<file path="src/design/bsq_defs.svh">
// constants of the buck start-up and fault sequencer
`ifndef BSQ_DEFS_SVH
`define BSQ_DEFS_SVH
`define BSQ_ADR_CTRL    8'h00
`define BSQ_ADR_STATUS  8'h04
`define BSQ_CTRL_SHDN   0
`define BSQ_CTRL_NOSYNC 1
`define BSQ_CNT_W       16
`define BSQ_CLK_NS      40
`define BSQ_BLANK_NS    160
`define BSQ_HICCUP      4096
`define BSQ_PG_DELAY    256
`define BSQ_STEP1_N     32
`define BSQ_STEP2_N     16
`define BSQ_STEP3_N     8
`define BSQ_FREE_DIV    42
`define BSQ_SYNC_TMO    256
`endif

</file>
<file path="src/design/bsq_pkg.sv">
// types of the buck start-up and fault sequencer
`include "bsq_defs.svh"
package bsq_pkg;
  typedef logic [`BSQ_CNT_W-1:0] bsq_cnt_t;
  typedef enum logic [2:0] {
    ST_OFF, ST_SS_WAIT, ST_PREBIAS, ST_RUN,
    ST_HICCUP, ST_THERMAL, ST_OV_HOLD, ST_OV_LATCH
  } bsq_state_t;
  // comparator outputs and pin levels, all asynchronous to clk_i
  typedef struct packed {
    logic pwm;     // loop asks for the high-side pulse
    logic vcc_ok;  // bias supply above its lockout
    logic en_ok;   // enable above its lockout
    logic ss_live; // soft-start node above 0.3 V
    logic ss_pg;   // soft-start node at or above 2.1 V
    logic oc;      // current-limit sense below ground
    logic ov;      // output sense above 1.15 x reference
    logic pg_win;  // output sense inside the regulation window
    logic ot_hot;  // die above the thermal trip
    logic ot_cool; // die back below trip minus hysteresis
    logic sync;    // external frequency input level
    logic pg_pin;  // level seen on the power-good wire
  } bsq_cmp_t;
  // whole state of the sequencer
  typedef struct packed {
    bsq_state_t  state;
    logic [1:0]  step;
    bsq_cnt_t    pulse_cnt;
    bsq_cnt_t    hic_cnt;
    bsq_cnt_t    pg_cnt;
    bsq_cnt_t    phase;
    bsq_cnt_t    sync_age;
    bsq_cnt_t    ls_cnt;
    logic [3:0]  blank;
    logic        good;
    logic        overcurrent_latch;
    logic        ext_lock;
    logic        sync_d;
    logic        hs;
    logic        ls;
    logic        oe;
    logic        ssd;
    logic        shdn;
    logic        nosync;
    logic        ack;
    logic [31:0] rdat;
    bsq_cmp_t    meta;
    bsq_cmp_t    sy;
  } bsq_st_t;
endpackage

</file>
<file path="src/design/bsq_sequencer.sv">
// buck start-up and fault sequencer with wishbone registers
//
// Decided for this implementation: the address map and the Wishbone interface to the registers.
`timescale 1ns/1ps
`default_nettype none
`include "bsq_defs.svh"
module bsq_sequencer #(
  parameter int unsigned FREE_DIV      = `BSQ_FREE_DIV,  // clk per free-running cycle
  parameter int unsigned HICCUP_CYCLES = `BSQ_HICCUP,    // switching cycles in hiccup
  parameter int unsigned PG_DELAY      = `BSQ_PG_DELAY,  // switching cycles of pg delay
  parameter int unsigned SYNC_TMO      = `BSQ_SYNC_TMO   // clk without edge = no sync
) (
  input  wire logic             clk_i,
  input  wire logic             rst_i,
  input  wire bsq_pkg::bsq_cmp_t cmp_i,      // raw comparator levels
  input  wire logic [7:0]       adr_i,
  input  wire logic [31:0]      dat_i,
  input  wire logic [3:0]       sel_i,
  input  wire logic             we_i,
  input  wire logic             cyc_i,
  input  wire logic             stb_i,
  output logic [31:0]           dat_o,
  output logic                  ack_o,
  output logic                  hs_en_o,     // high-side gate enable
  output logic                  ls_en_o,     // low-side gate enable
  output logic                  drv_oe_o,    // low puts both drivers in high-z
  output logic                  ss_dis_o,    // soft-start discharge switch
  output logic                  pgood_o,     // open-drain value, always low
  output logic                  pgood_oe_o   // high while pulling power-good low
);
  localparam int BLANK_CYC = (`BSQ_BLANK_NS + `BSQ_CLK_NS - 1) / `BSQ_CLK_NS;
  localparam logic [3:0] BLANK_LAST = 4'(BLANK_CYC);
  localparam bsq_pkg::bsq_cnt_t FREE_LAST = `BSQ_CNT_W'(FREE_DIV - 1);
  // the first tick in hiccup only closes the cycle already running, so it is not counted
  localparam bsq_pkg::bsq_cnt_t HIC_LAST  = `BSQ_CNT_W'(HICCUP_CYCLES);
  localparam bsq_pkg::bsq_cnt_t PG_LAST   = `BSQ_CNT_W'(PG_DELAY - 1);
  localparam bsq_pkg::bsq_cnt_t TMO       = `BSQ_CNT_W'(SYNC_TMO);
  localparam bsq_pkg::bsq_cnt_t CNT_MAX   = '1;

  bsq_pkg::bsq_st_t r_reg;   // registered state
  bsq_pkg::bsq_st_t r_next;  // its next value
  logic             edge_s;  // rising edge on external clock
  logic             por;     // supply, enable and software all good
  logic             tick;    // one switching cycle has passed
  logic             oc_hit;  // sampled over-current after blanking
  logic             run_zone;  // pre-bias or steady run

  // pulses per low-side ramp step
  // step 0 is the asynchronous start and has no count of its own
  function automatic bsq_pkg::bsq_cnt_t step_last(input logic [1:0] s);
    unique case (s)
      2'h1:    step_last = `BSQ_CNT_W'(`BSQ_STEP1_N - 1);
      2'h2:    step_last = `BSQ_CNT_W'(`BSQ_STEP2_N - 1);
      default: step_last = `BSQ_CNT_W'(`BSQ_STEP3_N - 1);
    endcase
  endfunction

  // low-side on-time allowed at a ramp step, a quarter of a cycle per step;
  // pre-bias always runs free, so the free period is the right base
  function automatic bsq_pkg::bsq_cnt_t ls_limit(input logic [1:0] s);
    ls_limit = `BSQ_CNT_W'((FREE_DIV * 32'(s)) / 4);
  endfunction

  // next-state logic of the whole block
  always_comb begin
    r_next = r_reg;
    // two flops on every asynchronous input; only the second is read
    r_next.meta   = cmp_i;
    r_next.sy     = r_reg.meta;
    r_next.sync_d = r_reg.sy.sync;
    // rising edge of the synchronised external clock
    edge_s = r_reg.sy.sync & ~r_reg.sync_d;
    por    = r_reg.sy.vcc_ok & r_reg.sy.en_ok & ~r_reg.shdn;
    run_zone = (r_reg.state == bsq_pkg::ST_PREBIAS) | (r_reg.state == bsq_pkg::ST_RUN);

    // a floating sync pin gives no edges, so the age runs out
    // the age saturates so a long quiet pin never looks fresh again
    if (edge_s) begin
      r_next.sync_age = '0;
    end else if (r_reg.sync_age != CNT_MAX) begin
      r_next.sync_age = r_reg.sync_age + 1'b1;
    end
    // trade-off: the lock waits for run, so the ramp keeps its own fixed timing
    // lock only in steady run, never during pre-bias
    r_next.ext_lock = (r_reg.sync_age < TMO) & ~r_reg.nosync
                    & (r_reg.state == bsq_pkg::ST_RUN);

    // switching cycle: external rising edge when locked, else divider
    // a phase left past the divider end by a lost lock ends its cycle at once;
    // an exact compare would wait for a full wrap of the phase counter
    tick = r_reg.ext_lock ? edge_s : (r_reg.phase >= FREE_LAST);
    if (tick || (r_reg.ext_lock && r_reg.phase == CNT_MAX)) begin
      r_next.phase = '0;
    end else begin
      r_next.phase = r_reg.phase + 1'b1;
    end

    // low-side on-time measured from the end of the high-side pulse
    // pre-bias narrows the low-side pulse by timing it from this counter
    if (r_reg.sy.pwm) begin
      r_next.ls_cnt = '0;
    end else if (r_reg.ls_cnt != CNT_MAX) begin
      r_next.ls_cnt = r_reg.ls_cnt + 1'b1;
    end

    // blanking after the low gate rises, then sample the comparator
    if (!r_reg.ls) begin
      r_next.blank = '0;
    end else if (r_reg.blank != BLANK_LAST) begin
      r_next.blank = r_reg.blank + 1'b1;
    end
    // limitation: a low-side pulse shorter than the blanking never sees the comparator
    oc_hit = r_reg.ls & (r_reg.blank == BLANK_LAST) & r_reg.sy.oc;

    // main sequencer, lockout first, then over-voltage, then thermal
    if (!por) begin
      r_next.state = bsq_pkg::ST_OFF;  // also clears the ov latch
      r_next.overcurrent_latch   = 1'b0;
      // over-voltage preempts all but lockout and its own latch
    end else if (r_reg.sy.ov && r_reg.state != bsq_pkg::ST_OFF
                 && r_reg.state != bsq_pkg::ST_OV_LATCH) begin
      r_next.state = bsq_pkg::ST_OV_HOLD;
      // a thermal trip cannot break an over-voltage hold or latch
    end else if (r_reg.sy.ot_hot && r_reg.state != bsq_pkg::ST_OFF
                 && r_reg.state != bsq_pkg::ST_THERMAL
                 && r_reg.state != bsq_pkg::ST_OV_HOLD
                 && r_reg.state != bsq_pkg::ST_OV_LATCH) begin
      r_next.state = bsq_pkg::ST_THERMAL;
    end else begin
      unique case (r_reg.state)
        bsq_pkg::ST_OFF: begin
          // lockout released: the discharge switch opens at once
          r_next.state = bsq_pkg::ST_SS_WAIT;
        end
        bsq_pkg::ST_SS_WAIT: begin
          // wait for the node to rise again after any pull-down
          if (r_reg.sy.ss_live) begin
            r_next.state     = bsq_pkg::ST_PREBIAS;
            r_next.step      = 2'h0;
            r_next.pulse_cnt = '0;
          end
        end
        bsq_pkg::ST_PREBIAS, bsq_pkg::ST_RUN: begin
          if (!r_reg.sy.ss_live) begin
            r_next.state = bsq_pkg::ST_SS_WAIT;
          end else if (oc_hit) begin
            r_next.state   = bsq_pkg::ST_HICCUP;  // also during ramp
            r_next.overcurrent_latch     = 1'b1;
            r_next.hic_cnt = '0;
          end else if (r_reg.state == bsq_pkg::ST_PREBIAS) begin
            if (r_reg.step == 2'h0) begin
              // async start until the first high-side pulse
              if (r_reg.sy.pwm) begin
                r_next.step = 2'h1;
              end
            end else if (tick) begin
              // each step ends on a whole number of switching cycles
              if (r_reg.pulse_cnt == step_last(r_reg.step)) begin
                r_next.pulse_cnt = '0;
                if (r_reg.step == 2'h3) begin
                  r_next.state = bsq_pkg::ST_RUN;  // full width
                end else begin
                  r_next.step = r_reg.step + 2'h1;
                end
              end else begin
                r_next.pulse_cnt = r_reg.pulse_cnt + 1'b1;
              end
            end
          end
        end
        bsq_pkg::ST_HICCUP: begin
          // count switching cycles with soft-start shorted
          // the discharge switch stays closed through the output logic below
          if (tick) begin
            if (r_reg.hic_cnt == HIC_LAST) begin
              r_next.overcurrent_latch   = 1'b0;
              r_next.state = bsq_pkg::ST_SS_WAIT;  // retry
            end else begin
              r_next.hic_cnt = r_reg.hic_cnt + 1'b1;
            end
          end
        end
        bsq_pkg::ST_THERMAL: begin
          // the trip level alone is not enough, the cool flag adds the hysteresis
          if (r_reg.sy.ot_cool) begin
            r_next.state = bsq_pkg::ST_SS_WAIT;
          end
        end
        bsq_pkg::ST_OV_HOLD: begin
          // low side stays on to pull the output down while over-voltage lasts
          if (!r_reg.sy.ov) begin
            r_next.state = bsq_pkg::ST_OV_LATCH;
          end
        end
        bsq_pkg::ST_OV_LATCH: begin
          r_next.state = bsq_pkg::ST_OV_LATCH;  // only lockout leaves
        end
      endcase
    end

    // driver outputs follow the next state so they align with it
    // stop states other than lockout and ST_OV_HOLD drive both low, so the switch node never floats
    r_next.oe = (r_next.state != bsq_pkg::ST_OFF);  // high-z when off
    r_next.hs = ((r_next.state == bsq_pkg::ST_PREBIAS) | (r_next.state == bsq_pkg::ST_RUN))
              & r_reg.sy.pwm;
    // the low side is gated by the loop demand so the two switches never overlap
    unique case (r_next.state)
      bsq_pkg::ST_RUN:     r_next.ls = ~r_reg.sy.pwm;
      bsq_pkg::ST_PREBIAS: r_next.ls = (r_next.step != 2'h0) & ~r_reg.sy.pwm
                                     & (r_reg.ls_cnt < ls_limit(r_next.step));
      bsq_pkg::ST_OV_HOLD: r_next.ls = 1'b1;
      default:             r_next.ls = 1'b0;
    endcase
    r_next.ssd = ~((r_next.state == bsq_pkg::ST_SS_WAIT) | (r_next.state == bsq_pkg::ST_PREBIAS)
                 | (r_next.state == bsq_pkg::ST_RUN));

    // power-good: window and soft-start level, then the delay
    // leaving the window or the run states restarts the delay from zero
    if (run_zone && r_reg.sy.ss_pg && r_reg.sy.pg_win && !r_reg.sy.ov) begin
      if (tick && !r_reg.good) begin
        if (r_reg.pg_cnt == PG_LAST) begin
          r_next.good = 1'b1;
        end else begin
          r_next.pg_cnt = r_reg.pg_cnt + 1'b1;
        end
      end
    end else begin
      r_next.good   = 1'b0;
      r_next.pg_cnt = '0;
    end

    // wishbone slave, answer one cycle after the strobe
    // a held strobe is taken again every second cycle
    r_next.ack = cyc_i & stb_i & ~r_reg.ack;
    if (cyc_i && stb_i && !r_reg.ack) begin
      r_next.rdat = '0;  // unmapped reads return zero
      if (adr_i == `BSQ_ADR_CTRL) begin
        // readback is taken here, before any write of this access lands
        r_next.rdat[`BSQ_CTRL_SHDN]   = r_reg.shdn;
        r_next.rdat[`BSQ_CTRL_NOSYNC] = r_reg.nosync;
      end else if (adr_i == `BSQ_ADR_STATUS) begin
        r_next.rdat = 32'({r_reg.sy.pg_pin, r_reg.sy.ot_hot, r_reg.ext_lock,
                           r_reg.overcurrent_latch, r_reg.good, r_reg.step, r_reg.state});
      end
    end
    // a write lands at the edge where the master sees ack high, while it still holds
    // the request; a low byte lane left out keeps the control bits as they are
    if (cyc_i && stb_i && we_i && r_reg.ack && sel_i[0] && (adr_i == `BSQ_ADR_CTRL)) begin
      r_next.shdn   = dat_i[`BSQ_CTRL_SHDN];
      r_next.nosync = dat_i[`BSQ_CTRL_NOSYNC];
    end
  end

  // one register for all state, synchronous reset to a quiet safe state
  // zero is a safe start for every field, though ssd rises and the counters run from the first edge on
  always_ff @(posedge clk_i) begin
    if (rst_i) begin
      r_reg <= '0;
    end else begin
      r_reg <= r_next;
    end
  end

  assign hs_en_o    = r_reg.hs;
  assign ls_en_o    = r_reg.ls;
  assign drv_oe_o   = r_reg.oe;
  assign ss_dis_o   = r_reg.ssd;
  // power-good only ever pulls low; the wire's pull-up gives the high level
  assign pgood_o    = 1'b0;
  assign pgood_oe_o = ~r_reg.good;  // released to signal regulation
  assign dat_o      = r_reg.rdat;
  assign ack_o      = r_reg.ack;
endmodule
`default_nettype wire

</file>
<file path="config.mk">
export PLATFORM = sky130hd
export DESIGN_NAME = bsq_sequencer
export DESIGN_NICKNAME = d
export VERILOG_FILES = /design/src/design/bsq_pkg.sv /design/src/design/bsq_sequencer.sv
export VERILOG_INCLUDE_DIRS = /design/src /design/src/design
export SDC_FILE = /design/constraint.sdc
export NUM_CORES = 1
export LEC_CHECK = 0
export BUFFER_PORTS_ARGS = -buffer_cell sky130_fd_sc_hd__clkbuf_2
export CORE_ASPECT_RATIO = 1.25
export CORE_MARGIN = 4
export CORE_UTILIZATION = 52
export CTS_CLUSTER_DIAMETER = 40
export DETAILED_ROUTE_END_ITERATION = 8
export HOLD_SLACK_MARGIN = 0.15
export PLACE_DENSITY_LB_ADDON = 0.08
export SYNTH_ARGS = -nofsm -noshare
export SYNTH_HDL_FRONTEND = slang
export SYNTH_SLANG_ARGS = --single-unit
</file>
<file path="constraint.sdc">
create_clock -name clk_i -period 2.7 [get_ports clk_i]
set_clock_uncertainty 0.2 [all_clocks]
set_input_delay 0.27 -clock clk_i [delete_from_list [all_inputs] [get_ports clk_i]]
set_output_delay 0.27 -clock clk_i [all_outputs]
set_load 0.01 [all_outputs]
</file>
**After elaboration in Yosys (flattened, before gate mapping)**

Cells that the tools add are included.

- Add/subtract/negate cells: 8
- $mul: 1
- Order comparisons: 3
- Equal/unequal tests: 36
- Multiplexer cells: 51
- Bitwise operators: 29
- Reductions and logical operators: 41

Operators by type and width:

| operator | number |
|---|---|
| $mux W16 | 14 |
| $mux W34 | 4 |
| $add A16 B1 Y16 const B | 6 |
| $mux W21 | 3 |
| $pmux W18 S2 | 1 |
| $mux W3 | 11 |
| $ne A16 B16 Y1 const B | 2 |
| $pmux W16 S2 | 1 |
| $mux W30 | 1 |
| $pmux W3 S7 | 1 |
| $ne A2 B2 Y1 const B | 10 |
| $mux W18 | 1 |
| $logic_and A1 B1 Y1 | 17 |
| $eq A16 B13 Y1 const B | 1 |
| $eq A16 B16 Y1 | 1 |
| $eq A16 B16 Y1 const B | 1 |
| $eq A16 B8 Y1 const B | 1 |
| $ge A16 B6 Y1 const B | 1 |
| $lt A16 B6 Y1 | 1 |
| $lt A16 B9 Y1 const B | 1 |
| $eq A3 B3 Y1 const B | 5 |
| $reduce_or A2 Y1 | 7 |
| $not A1 Y1 | 13 |
| $and A1 B1 Y1 | 12 |
| other kinds (30) | 53 |

- Bits in registers: 172
- Input bits: 61
- Output and inout bits: 39
- Logic and storage cells: 214

**Longest topological paths before layout**

Gate-level depths: netlist of the first run.

- Word-level depth: 27
- Depth in mapped cells: 14
- Mapped depth without buffers: 13

**Least setup slack after synthesis of the first run**

No wires, ideal clock.

- Path type: flip-flop to flip-flop
- From: reg r_reg[167] (netlist name)
- To: reg r_reg, in the netlist ls_en_o
- Setup time: 0.116 ns
- Arrival: 2.656 ns
- Setup slack: -0.272 ns
- Cell stages (with the launch flop): 14
- Period minus slack after synthesis: 2.972 ns
- Path through: dfxtp_1 -> inv_1 -> ha_1 -> xnor2_1 -> nand4_1 -> a2111oi_4 -> o2111ai_1 -> o311a_1 -> ha_1 -> nand2_1 -> nor3_1 -> o31a_1 -> o21ai_0 -> a41o_1

- Longest elaborated chain between the ends: 26

RTL lines:

| item | line | text |
|---|---|---|
| from (decl) | bsq_sequencer.sv:40 | `bsq_pkg::bsq_st_t r_reg;` |
| from (signal assigned) | bsq_sequencer.sv:260 | `r_reg <= r_next;` |
| $eq A2 B2 Y1 / $eq A2 B1 Y1 (equally long branches) | bsq_sequencer.sv:51 | `unique case (s)` |
| $pmux W5 S2 | bsq_sequencer.sv:51 |  |
| $mux W16 | bsq_sequencer.sv:156 | `end else if (tick) begin` |
| $mux W16 | bsq_sequencer.sv:151 | `if (r_reg.step == 2'h0) begin` |
| $mux W16 | bsq_sequencer.sv:150 | `end else if (r_reg.state == bsq_pkg::ST_PREBIAS) begin` |
| $mux W16 | bsq_sequencer.sv:146 | `end else if (oc_hit) begin` |
| $mux W16 | bsq_sequencer.sv:144 | `if (!r_reg.sy.ss_live) begin` |
| $mux W16 | bsq_sequencer.sv:130 | `unique case (r_reg.state)` |
| [... 10 more ...] | - |  |
| $pmux W18 S2 | bsq_sequencer.sv:130 |  |
| $mux W34 | bsq_sequencer.sv:124 | `end else if (r_reg.sy.ot_hot && r_reg.state != bsq_pkg::ST_OFF` |
| $mux W34 | bsq_sequencer.sv:120 | `end else if (r_reg.sy.ov && r_reg.state != bsq_pkg::ST_OFF` |
| $mux W34 | bsq_sequencer.sv:116 | `if (!por) begin` |
| $mul A5 B2 Y7 / $reduce_bool A2 Y1 (equally long branches) | bsq_sequencer.sv:61, bsq_sequencer.sv:209 |  |
| $lt A16 B6 Y1 / $and A1 B1 Y1 (equally long branches) | bsq_sequencer.sv:210, bsq_sequencer.sv:209 |  |
| $and A1 B1 Y1 | bsq_sequencer.sv:210 | `& (r_reg.ls_cnt < ls_limit(r_next.step));` |
| $pmux W1 S3 * | bsq_sequencer.sv:207 | `unique case (r_next.state)` |

Every way passes the cells marked *; elsewhere a longest branch is shown, timed or not. The select of a mux whose other input is x is not followed.
A chain may end at the register's enable or synchronous reset.

**Worst setup path after layout of the first run**

- From: reg r_reg[103] (netlist name)
- To: reg r_reg, in the netlist ls_en_o

- Longest elaborated chain between the ends: 15

RTL lines:

| item | line | text |
|---|---|---|
| $ge A16 B6 Y1 * | bsq_sequencer.sv:91 | `tick = r_reg.ext_lock ? edge_s : (r_reg.phase >= FREE_LAST);` |
| $mux W1 * | bsq_sequencer.sv:91 |  |
| $mux W21 | bsq_sequencer.sv:156 |  |
| $mux W2 | bsq_sequencer.sv:151 |  |
| $mux W21 | bsq_sequencer.sv:150 |  |
| $mux W18 | bsq_sequencer.sv:146 |  |
| $mux W34 | bsq_sequencer.sv:144 |  |
| $pmux W18 S2 | bsq_sequencer.sv:130 |  |
| $mux W34 | bsq_sequencer.sv:124 |  |
| $mux W34 | bsq_sequencer.sv:120 |  |
| $mux W34 | bsq_sequencer.sv:116 |  |
| $mul A5 B2 Y7 / $reduce_bool A2 Y1 (equally long branches) | bsq_sequencer.sv:61, bsq_sequencer.sv:209 |  |
| $lt A16 B6 Y1 / $and A1 B1 Y1 (equally long branches) | bsq_sequencer.sv:210, bsq_sequencer.sv:209 |  |
| $and A1 B1 Y1 | bsq_sequencer.sv:210 |  |
| $pmux W1 S3 * | bsq_sequencer.sv:207 |  |

Marks and branches as above.

==> results.cfg, run 1 <==
[worst_setup_path]
critPathKind = reg2reg
arrival_ns = 3.07
end_kind = flip-flop
worstSetupStartpointType = flip-flop
worst_ep_required_time_ns = 2.81
path_max_fanout = 4

[synth]
ys_types = 63
yosysWarnings = 0
ys_seq_area_frac = 0.426
async_flop_share = 0
synth.cell_area_sq_um = 7050
synth-xor-area-share = 0.101
synth.largest_area_cell = dfxtp_1
yosys.area_share.adder = 0.0319
synth_mux_area_frac = 0.0161
synth_compound_area_frac = 0.0898
synth-edff-count = 0
netlist_instances = 803
synth.area.top_cells = dfxtp_1 (43%), xor2_1 (6.8%), nor2_1 (6.6%), buf_4 (3.6%), nand3_1 (3.3%)
synth_top_family_by_area = simple AND/OR/NAND/NOR gates
synth_top_area_share = 0.426
synth_flop_cell = dfxtp_1
yosys_register_bits = 150
synth_area_per_cell_sq_um = 8.78
synth_simple_gate_area_frac = 0.274

[layout]
diodes = 0
postLayoutCoreUtil = 0.647
fillers = 1176
final_area_sq_um = 8600
syn2layout_area_growth_pct = 21.9
nets = 1001
largest_reg_flops = 122
drive_gt1_frac = 0.199

[grt]
grt_max_degree = 31
grt_pass1_wl_um = 25900
first_global_vias = 5634
grt.overflow.total = 0
antenna_found_initial = 0
grt_usage = 0.201

[detailed_routing]
wl_per_cell_um = 14.1
antenna_left = 0
drc = 0
vias = 5871
drt_pass1_iterations = 4
drt_iter0_markers = 249
drt_wl_total_um = 15600
via_per_inst = 5.31

[sta]
tightestPinTransition_ns = 0.746
max-slew-margin-rel = 0.502
hold_viol = 0
setup_ws_ns = -0.255
finalCriticalPeriod_ns = 2.96
fmax_ghz = 0.338
slew_viol_final = 0
rsz0062_at_grt = yes
post-route-period-util = 1.09
finalSetupViolations = 1

[place]
placed_area_sq_um = 7730
dp_slack_ns = -0.373
hpwl_um = 11400
place.gp.congestion = 0.873
portBuffers = 43

[floorplanning]
die_y_um = 138
row_count = 47
pin_count = 100
die_x_um = 112
fp.coreArea_sq_um = 13300
start_util = 0.531
die_area_sq_um = 15500

[clock_tree]
clock_latency_ns = 0.42
clkSlewWorstSetupHoldPaths_ns = 0.06
clk_path_buf_depth = 2
cts_tree = yes
cts_buffers = 17
cts-root-buf = clkbuf_16
h-tree-depth = 4
cts.sinks = 150

[hold_path]
hold_class = in2reg

[run_status]
violations = negative setup slack
status = finished, violations left

[pwr]
ir_drop_mv = 0.475
power.density_nw_per_um2 = 548
p_leak_nw = 3.48

[job]
maxCapViolations = 0
critical path: stages (launching register included):
cell	delay, ns
dfxtp_2	0.34
inv_2	0.03
ha_2	0.16
nor3b_2	0.15
o2111a_2	0.28
a2111oi_4	0.40
o2111ai_1	0.17
o311a_1	0.19
ha_1	0.31
o21ai_2	0.06
nor3_2	0.15
o31a_1	0.15
o21ai_1	0.06
a41o_1	0.21
final timing paths:
path              startpoint        end  slack, ns  cells past startpoint
setup / recovery  r_reg[103]    ls_en_o      -0.26                     13
hold reg to reg    r_next[4]   r_reg[4]       0.24                      1
setup reg to reg  r_reg[103]    ls_en_o      -0.26                     13
hold / removal         cyc_i  r_reg[58]       0.18                      5
cell families (layout without fill, tap and decap cells):
| logic type | count (synthesis) | in the layout |
|---|---|---|
| and+or+nand+nor | 382 | 382 |
| DFF | 150 | 150 |
| AOI/OAI and AO/OA | 82 | 82 |
| xor gates and xnor gates | 81 | 81 |
| buffers and inverters | 78 | 188 |
| adders and majority gates | 18 | 18 |
| muxes | 11 | 11 |
| other | 1 | 23 |
what timing repair did:
| action | CTS | global route |
|---|---|---|
| resized for setup | 14 | 4 |
| hold buffers | 21 | 0 |
| endpoints found under the setup margin | 1 | 9 |
| buffers inserted | 2 | 2 |
| endpoints found under the hold margin | 20 | 0 |
| pin swaps | 8 | 1 |
per-stage QoR:
stage	TNS, ns	cells	hold WS (ns)	total power [mW]
after floorplan	-0.203	825	0.198	2.43
after global placement	-0.246	1049	0.221	2.46
after detailed placement	-0.373	1049	0.222	2.46
after CTS	-0.248	1104	0.176	4.75
after global routing	-0.431	1106	0.252	4.87
final	-0.255	1106	0.181	4.71
cells in the mapped netlist (2+ instances only):
| master | count |
|---|---|
| mux2_2 | 3 |
| inv_1 | 17 |
| a2111oi_4 | 2 |
| xor2_1 | 55 |
| o21ai_0 | 12 |
| o22ai_1 | 2 |
| clkbuf_1 | 19 |
| nor4_1 | 15 |
| a31o_2 | 2 |
| nand2_1 | 56 |
| nor4b_1 | 4 |
| and2_1 | 6 |
| nor3_1 | 24 |
| and4_1 | 6 |
| a211o_1 | 2 |
| a22oi_1 | 3 |
| mux2i_1 | 8 |
| a21o_1 | 2 |
| dfxtp_1 | 150 |
| ha_1 | 18 |
| nor2b_1 | 28 |
| nand3_1 | 46 |
| a31oi_1 | 2 |
| or3_1 | 5 |
| buf_1 | 2 |
| buf_4 | 34 |
| nand2b_1 | 8 |
| a22o_1 | 8 |
| and4b_1 | 2 |
| buf_2 | 5 |
| and3_1 | 16 |
| xnor2_1 | 26 |
| or2_2 | 3 |
| nor2_1 | 124 |
| a41o_1 | 2 |
| nand3b_1 | 6 |
| or4_1 | 2 |
| nor3b_1 | 3 |
| o211ai_1 | 4 |
| a211oi_1 | 7 |
| nand4_1 | 21 |
| a21oi_1 | 21 |
| o2111ai_1 | 2 |
where the power goes:
| group | total, mW | internal [mW] | switching, mW |
|---|---|---|---|
| combinational | 0.187 | 0.0864 | 0.101 |
| clock | 2.27 | 1.29 | 0.977 |
| sequential | 2.26 | 2.24 | 0.0170 |
layout make-up:
type | instances | area, sq um | area share
multi-input cells | 597 | 3760 | 0.437
flip-flops and latches | 150 | 3010 | 0.350
repair buffers | 139 | 988 | 0.115
clock buffers | 17 | 425 | 0.0495
well taps | 171 | 214 | 0.0249
clock inverters | 15 | 145 | 0.0169
inverters | 17 | 63.8 | 0.00742
placed cells by master (no fill, tap or decap), types with 4 or more instances in the layout:
master,Yosys,final
dfxtp_1,150,147
a211oi_1,7,6
dlygate4sd3_1,0,21
clkbuf_2,0,43
and2_1,6,6
ha_1,18,16
o211ai_1,4,4
conb_1,1,23
nand2b_1,8,8
mux2i_1,8,8
nor2_1,124,123
nand2_1,56,56
nor4b_1,4,4
xor2_1,55,55
and4_1,6,6
nor2b_1,28,27
nor4_1,15,14
nand3_1,46,46
and3_1,16,16
a22o_1,8,8
buf_4,34,75
inv_1,17,14
xnor2_1,26,25
nand4_1,21,21
nand3b_1,6,6
a21oi_1,21,21
clkbuf_16,0,17
nor3_1,24,22
clkinvlp_4,0,5
or3_1,5,5
inv_6,0,6
o21ai_0,12,10
per-layer routing:
metal,vias up,part of all wire,GRT usage
li1,2960,-,-
met1,2775,0.43,0.235
met2,110,0.52,0.361
met3,26,0.035,0.0372
met4,0,0.020,0.0741
met5,-,0,0
No activity file was read; power rests on OpenSTA's default activity.
==> inputs of run 2 (changes only) <==
SKIP_LAST_GASP = 1   (was default)
==> run 2 against run 1 <==
- the run still ends with negative setup slack left
- non-clock buffer count grew 2
- utilization rose by 0.10 points
- highest routed layer unchanged
- cell area grew 0.16%
- setup slack got worse by 0.042 ns
- via count grew 0.26%
- clock power barely moved
- critical path type unchanged
- total power about the same
- sequential power about the same
- combinational power hardly changed
- first-iteration DRC count decreased by 6.0%
- cell count rose by 0.18%
==> results.cfg, run 2 (same netlist as run 1, synthesis figures left out) <==
[run_status]
status = finished, violations left
violations = negative setup slack

[pwr]
power.total_mw = 4.71
p_leak_nw = 3.50
ir_drop_mv = 0.476
power.density_nw_per_um2 = 547

[floorplanning]
start_util = 0.531
row_count = 47
die_y_um = 138
die_x_um = 112
die_area_sq_um = 15500
fp.coreArea_sq_um = 13300
pin_count = 100

[layout]
final_common_cell = dfxtp_1
layout_common_cells = dfxtp_1 (147), nor2_1 (124), buf_4 (77), nand2_1 (56), xor2_1 (55)
nets = 1003
syn2layout_area_growth_pct = 22.1
largest_reg_flops = 122
diodes = 0
drive_gt1_frac = 0.196

[grt]
first_global_vias = 5634
grt_pass1_wl_um = 25900
antenna_found_initial = 0
grt.overflow.total = 0
grt_usage = 0.201
grt_max_degree = 31

[sta]
finalSetupViolations = 1
max-slew-margin-rel = 0.500
slew_viol_final = 0
tightestPinTransition_ns = 0.748
post-route-period-util = 1.11
fmax_ghz = 0.334
rsz0062_at_grt = yes
hold_viol = 0
setup_ws_ns = -0.297
finalCriticalPeriod_ns = 3.00
whs_ns = 0.182

[worst_setup_path]
end_kind = flip-flop
arrival_ns = 3.16
cp_cell_sequence = inv_1, ha_1, nor3b_2, o2111a_2, a2111oi_4, o2111ai_1, o311a_1, ha_1, a211oi_2, nand4_1, a21o_1, o21ai_1, a41o_1
crit_slowest_cell = a2111oi_4
path_max_fanout = 4
worstSetupStartpointType = flip-flop
cp_common_cell = ha_1
worst_ep_required_time_ns = 2.86
critPathKind = reg2reg
slowest_delay_ns = 0.40

[clock_tree]
clock_latency_ns = 0.42
h-tree-depth = 4
cts-root-buf = clkbuf_16
cts_tree = yes
clk_path_buf_depth = 2
cts_buffers = 17
clkSlewWorstSetupHoldPaths_ns = 0.06
cts.sinks = 150

[job]
maxCapViolations = 0

[detailed_routing]
drc = 0
drt_pass1_iterations = 4
antenna_left = 0
via_per_inst = 5.31
drt_wl_total_um = 15600
vias = 5886
wl_per_cell_um = 14.0
drt_iter0_markers = 234

[place]
portBuffers = 43
place.gp.congestion = 0.873
hpwl_um = 11400

[hold_path]
hold_class = in2reg
run 2: cell type report:
| class | count | area, sq um |
|---|---|---|
| clock buffers | 17 | 425 |
| clock inverters | 15 | 145 |
| fillers | 1179 | 4680 |
| inverters | 17 | 63.8 |
| multi-input cells | 597 | 3750 |
| flip-flops and latches | 150 | 3010 |
| well taps | 171 | 214 |
| repair buffers | 141 | 1000 |
run 2: power by group:
part / total (mW) / switching [mW] / leakage (nW) / internal [mW]
registers: 2.26 / 0.0164 / 1.22 / 2.24
logic: 0.187 / 0.101 / 2.02 / 0.0860
clock network: 2.27 / 0.976 / 0.266 / 1.29
run 2: per-layer routing:
layer | track usage | share of wire
met1 | 0.235 | 0.43
met5 | 0 | 0
met2 | 0.361 | 0.52
met3 | 0.0372 | 0.030
met4 | 0.0741 | 0.020
run 2: final timing paths:
path / startpoint / to / slack [ns] / depth (start not counted)
max: r_reg[103] / ls_en_o / -0.30 / 13
min: cyc_i / r_reg[58] / 0.18 / 5
max reg2reg: r_reg[103] / ls_en_o / -0.30 / 13
min reg2reg: r_next[4] / r_reg[4] / 0.24 / 1
run 2: critical path, delay by kind of cell (launching register included):
| family | cells | cell delay, ns |
|---|---|---|
| AO/OA/AOI/OAI | 8 | 1.72 |
| adder cells (fa/ha/maj) | 2 | 0.39 |
| buffers and inverters | 1 | 0.04 |
| flip-flops | 1 | 0.33 |
| AND/OR/NAND/NOR | 2 | 0.27 |
run 2: metrics by stage:
step	util	instances	setup WS, ns	instance area (sq um)	setup TNS (ns)
global route	0.648	1108	-0.467	8610	-0.468
global placement	0.582	1049	-0.246	7730	-0.246
detailed placement	0.582	1049	-0.373	7730	-0.373
floorplan	-	825	-0.203	7140	-0.203
CTS	0.644	1104	-0.268	8560	-0.268
finish	0.648	1108	-0.297	8610	-0.297
run 2: timing repair:
action,in CTS,in global routing
hold buffers,21,0
resized for setup,10,4
cloned,0,0
hold endpoints to repair,20,0
setup buffers,2,4
pin swaps,8,2
endpoints found under the setup margin,1,11
==> inputs of run 3 (changes only) <==
CORE_UTILIZATION = 50   (was 52)
clock period = 3.74 ns   (was 2.7 ns; I/O delays follow)
==> run 3 against run 2 <==
- the flow now finishes without violations
- maximum frequency is 11% lower
- flip-flop and latch count stayed put
- setup slack better by 0.68 ns
- critical path depth stayed put
- clock power is 28% lower
==> results.cfg, run 3 (same netlist as run 1, synthesis figures left out) <==
[sta]
slew_viol_final = 0
post-route-period-util = 0.897
finalSetupViolations = 0
finalCriticalPeriod_ns = 3.35
max-slew-margin-rel = 0.394
hold_viol = 0
fmax_ghz = 0.298
tightestPinTransition_ns = 0.907
fin_tns_setup_ns = 0
rsz0062_at_grt = no

[clock_tree]
cts-root-buf = clkbuf_16
cts_tree = yes
post_cts_resized = 0
clock_latency_ns = 0.42
cts.sinks = 150
postCtsSetupBuffers = 0
clk_path_buf_depth = 2
h-tree-depth = 4
ctsHoldBuffers = 16
cts_buffers = 17
clkSlewWorstSetupHoldPaths_ns = 0.06

[detailed_routing]
drt_wl_total_um = 14000
drt_pass1_iterations = 4
antenna_left = 0
drt_iter0_markers = 271
via_per_inst = 5.29
drc = 0
wl_per_cell_um = 13.6
vias = 5476

[floorplanning]
row_count = 48
die_area_sq_um = 16100
die_x_um = 114
fp.coreArea_sq_um = 13800
die_y_um = 141
start_util = 0.511
pin_count = 100

[worst_setup_path]
worstSetupStartpointType = flip-flop
path_max_fanout = 7
crit_slowest_cell = a2111oi_4
r2r_end = ls_en_o
worstRegToRegCells = 13
end_kind = flip-flop
rrSetupSlack_ns = 0.39
worstReg2RegStart = r_reg[167]
worst_ep_required_time_ns = 3.91
cp_cell_sequence = inv_1, ha_1, xnor2_1, nand4_1, a2111oi_4, o2111ai_1, o311a_1, ha_1, a211oi_1, nand4_1, a21o_1, o21ai_0, a41o_1
arrival_ns = 3.52
critPathKind = reg2reg
slowest_delay_ns = 0.48

[place]
portBuffers = 43
placed_area_sq_um = 7240
dp.cells = 988
place.gp.congestion = 0.823
hpwl_um = 10100

[run_status]
status = finished clean

[grt]
first_global_vias = 5296
antenna_found_initial = 0
grt.overflow.total = 0
grt_usage = 0.181
grt_max_degree = 37
grt_pass1_wl_um = 24000

[layout]
layout_common_cells = dfxtp_1 (150), nor2_1 (124), nand2_1 (56), xor2_1 (55), nand3_1 (46)
drive_gt1_frac = 0.115
final_area_sq_um = 7970
fin_cells = 1036
syn2layout_area_growth_pct = 13.1
largest_reg_flops = 122
nets = 927
diodes = 0
final_common_cell = dfxtp_1

[hold_path]
whs_path_depth = 4
hold_class = in2reg
hold_path_end = dat_o[0]
hold_start = adr_i[2]

[pwr]
power.density_nw_per_um2 = 423
ir_drop_mv = 0.307
p_leak_nw = 3.10

[job]
maxCapViolations = 0
run 3: stage by stage:
stage | utilization | total power, mW | hold WS [ns] | setup slack [ns]
floorplan | - | 1.75 | 0.214 | 0.768
global placement | 0.524 | 1.76 | 0.226 | 0.498
detailed placement | 0.524 | 1.77 | 0.223 | 0.374
CTS | 0.577 | 3.42 | 0.193 | 0.343
global route | 0.577 | 3.50 | 0.260 | 0.110
finish | 0.577 | 3.38 | 0.210 | 0.385
run 3: power breakdown:
part           internal (mW)  switching, mW
Combinational         0.0495         0.0625
Sequential              1.62         0.0144
Clock                  0.967          0.662
Total                   2.64          0.739
run 3: critical path, delay by kind of cell (launching register included):
family | cells | cell delay (ns)
adder cells (fa/ha/maj) | 2 | 0.53
flip-flops | 1 | 0.44
AND/OR/NAND/NOR | 2 | 0.31
AO/OA/AOI/OAI | 7 | 1.61
buffers and inverters | 1 | 0.07
XOR/XNOR | 1 | 0.15
run 3: worst max path at each step:
stage / from / to / slack (ns) / cells past startpoint
2_1_floorplan: r_reg[167] / ls_en_o / 0.77 / 13
3_3_place_gp: r_reg[167] / ls_en_o / 0.50 / 13
3_5_place_dp: r_reg[167] / ls_en_o / 0.37 / 13
4_1_cts: r_reg[167] / ls_en_o / 0.34 / 13
5_1_grt: r_reg[168] / ls_en_o / 0.11 / 13
6_report: r_reg[167] / ls_en_o / 0.39 / 13
run 3: cell type report:
class / count / area, sq um
clock buffers: 21 / 470
clock inverters: 11 / 98.8
fillers: 1279 / 5840
inverters: 17 / 63.8
multi-input cells: 597 / 3700
flip-flops and latches: 150 / 3000
well taps: 175 / 219
repair buffers: 65 / 420
run 3: routing by layer:
| metal | global-route usage | up-vias | wire length, um |
|---|---|---|---|
| li1 | - | 2807 | - |
| met1 | 0.219 | 2565 | 6330 |
| met2 | 0.312 | 84 | 7010 |
| met3 | 0.0361 | 20 | 444 |
| met4 | 0.0763 | 0 | 250 |
| met5 | 0 | - | 0 |
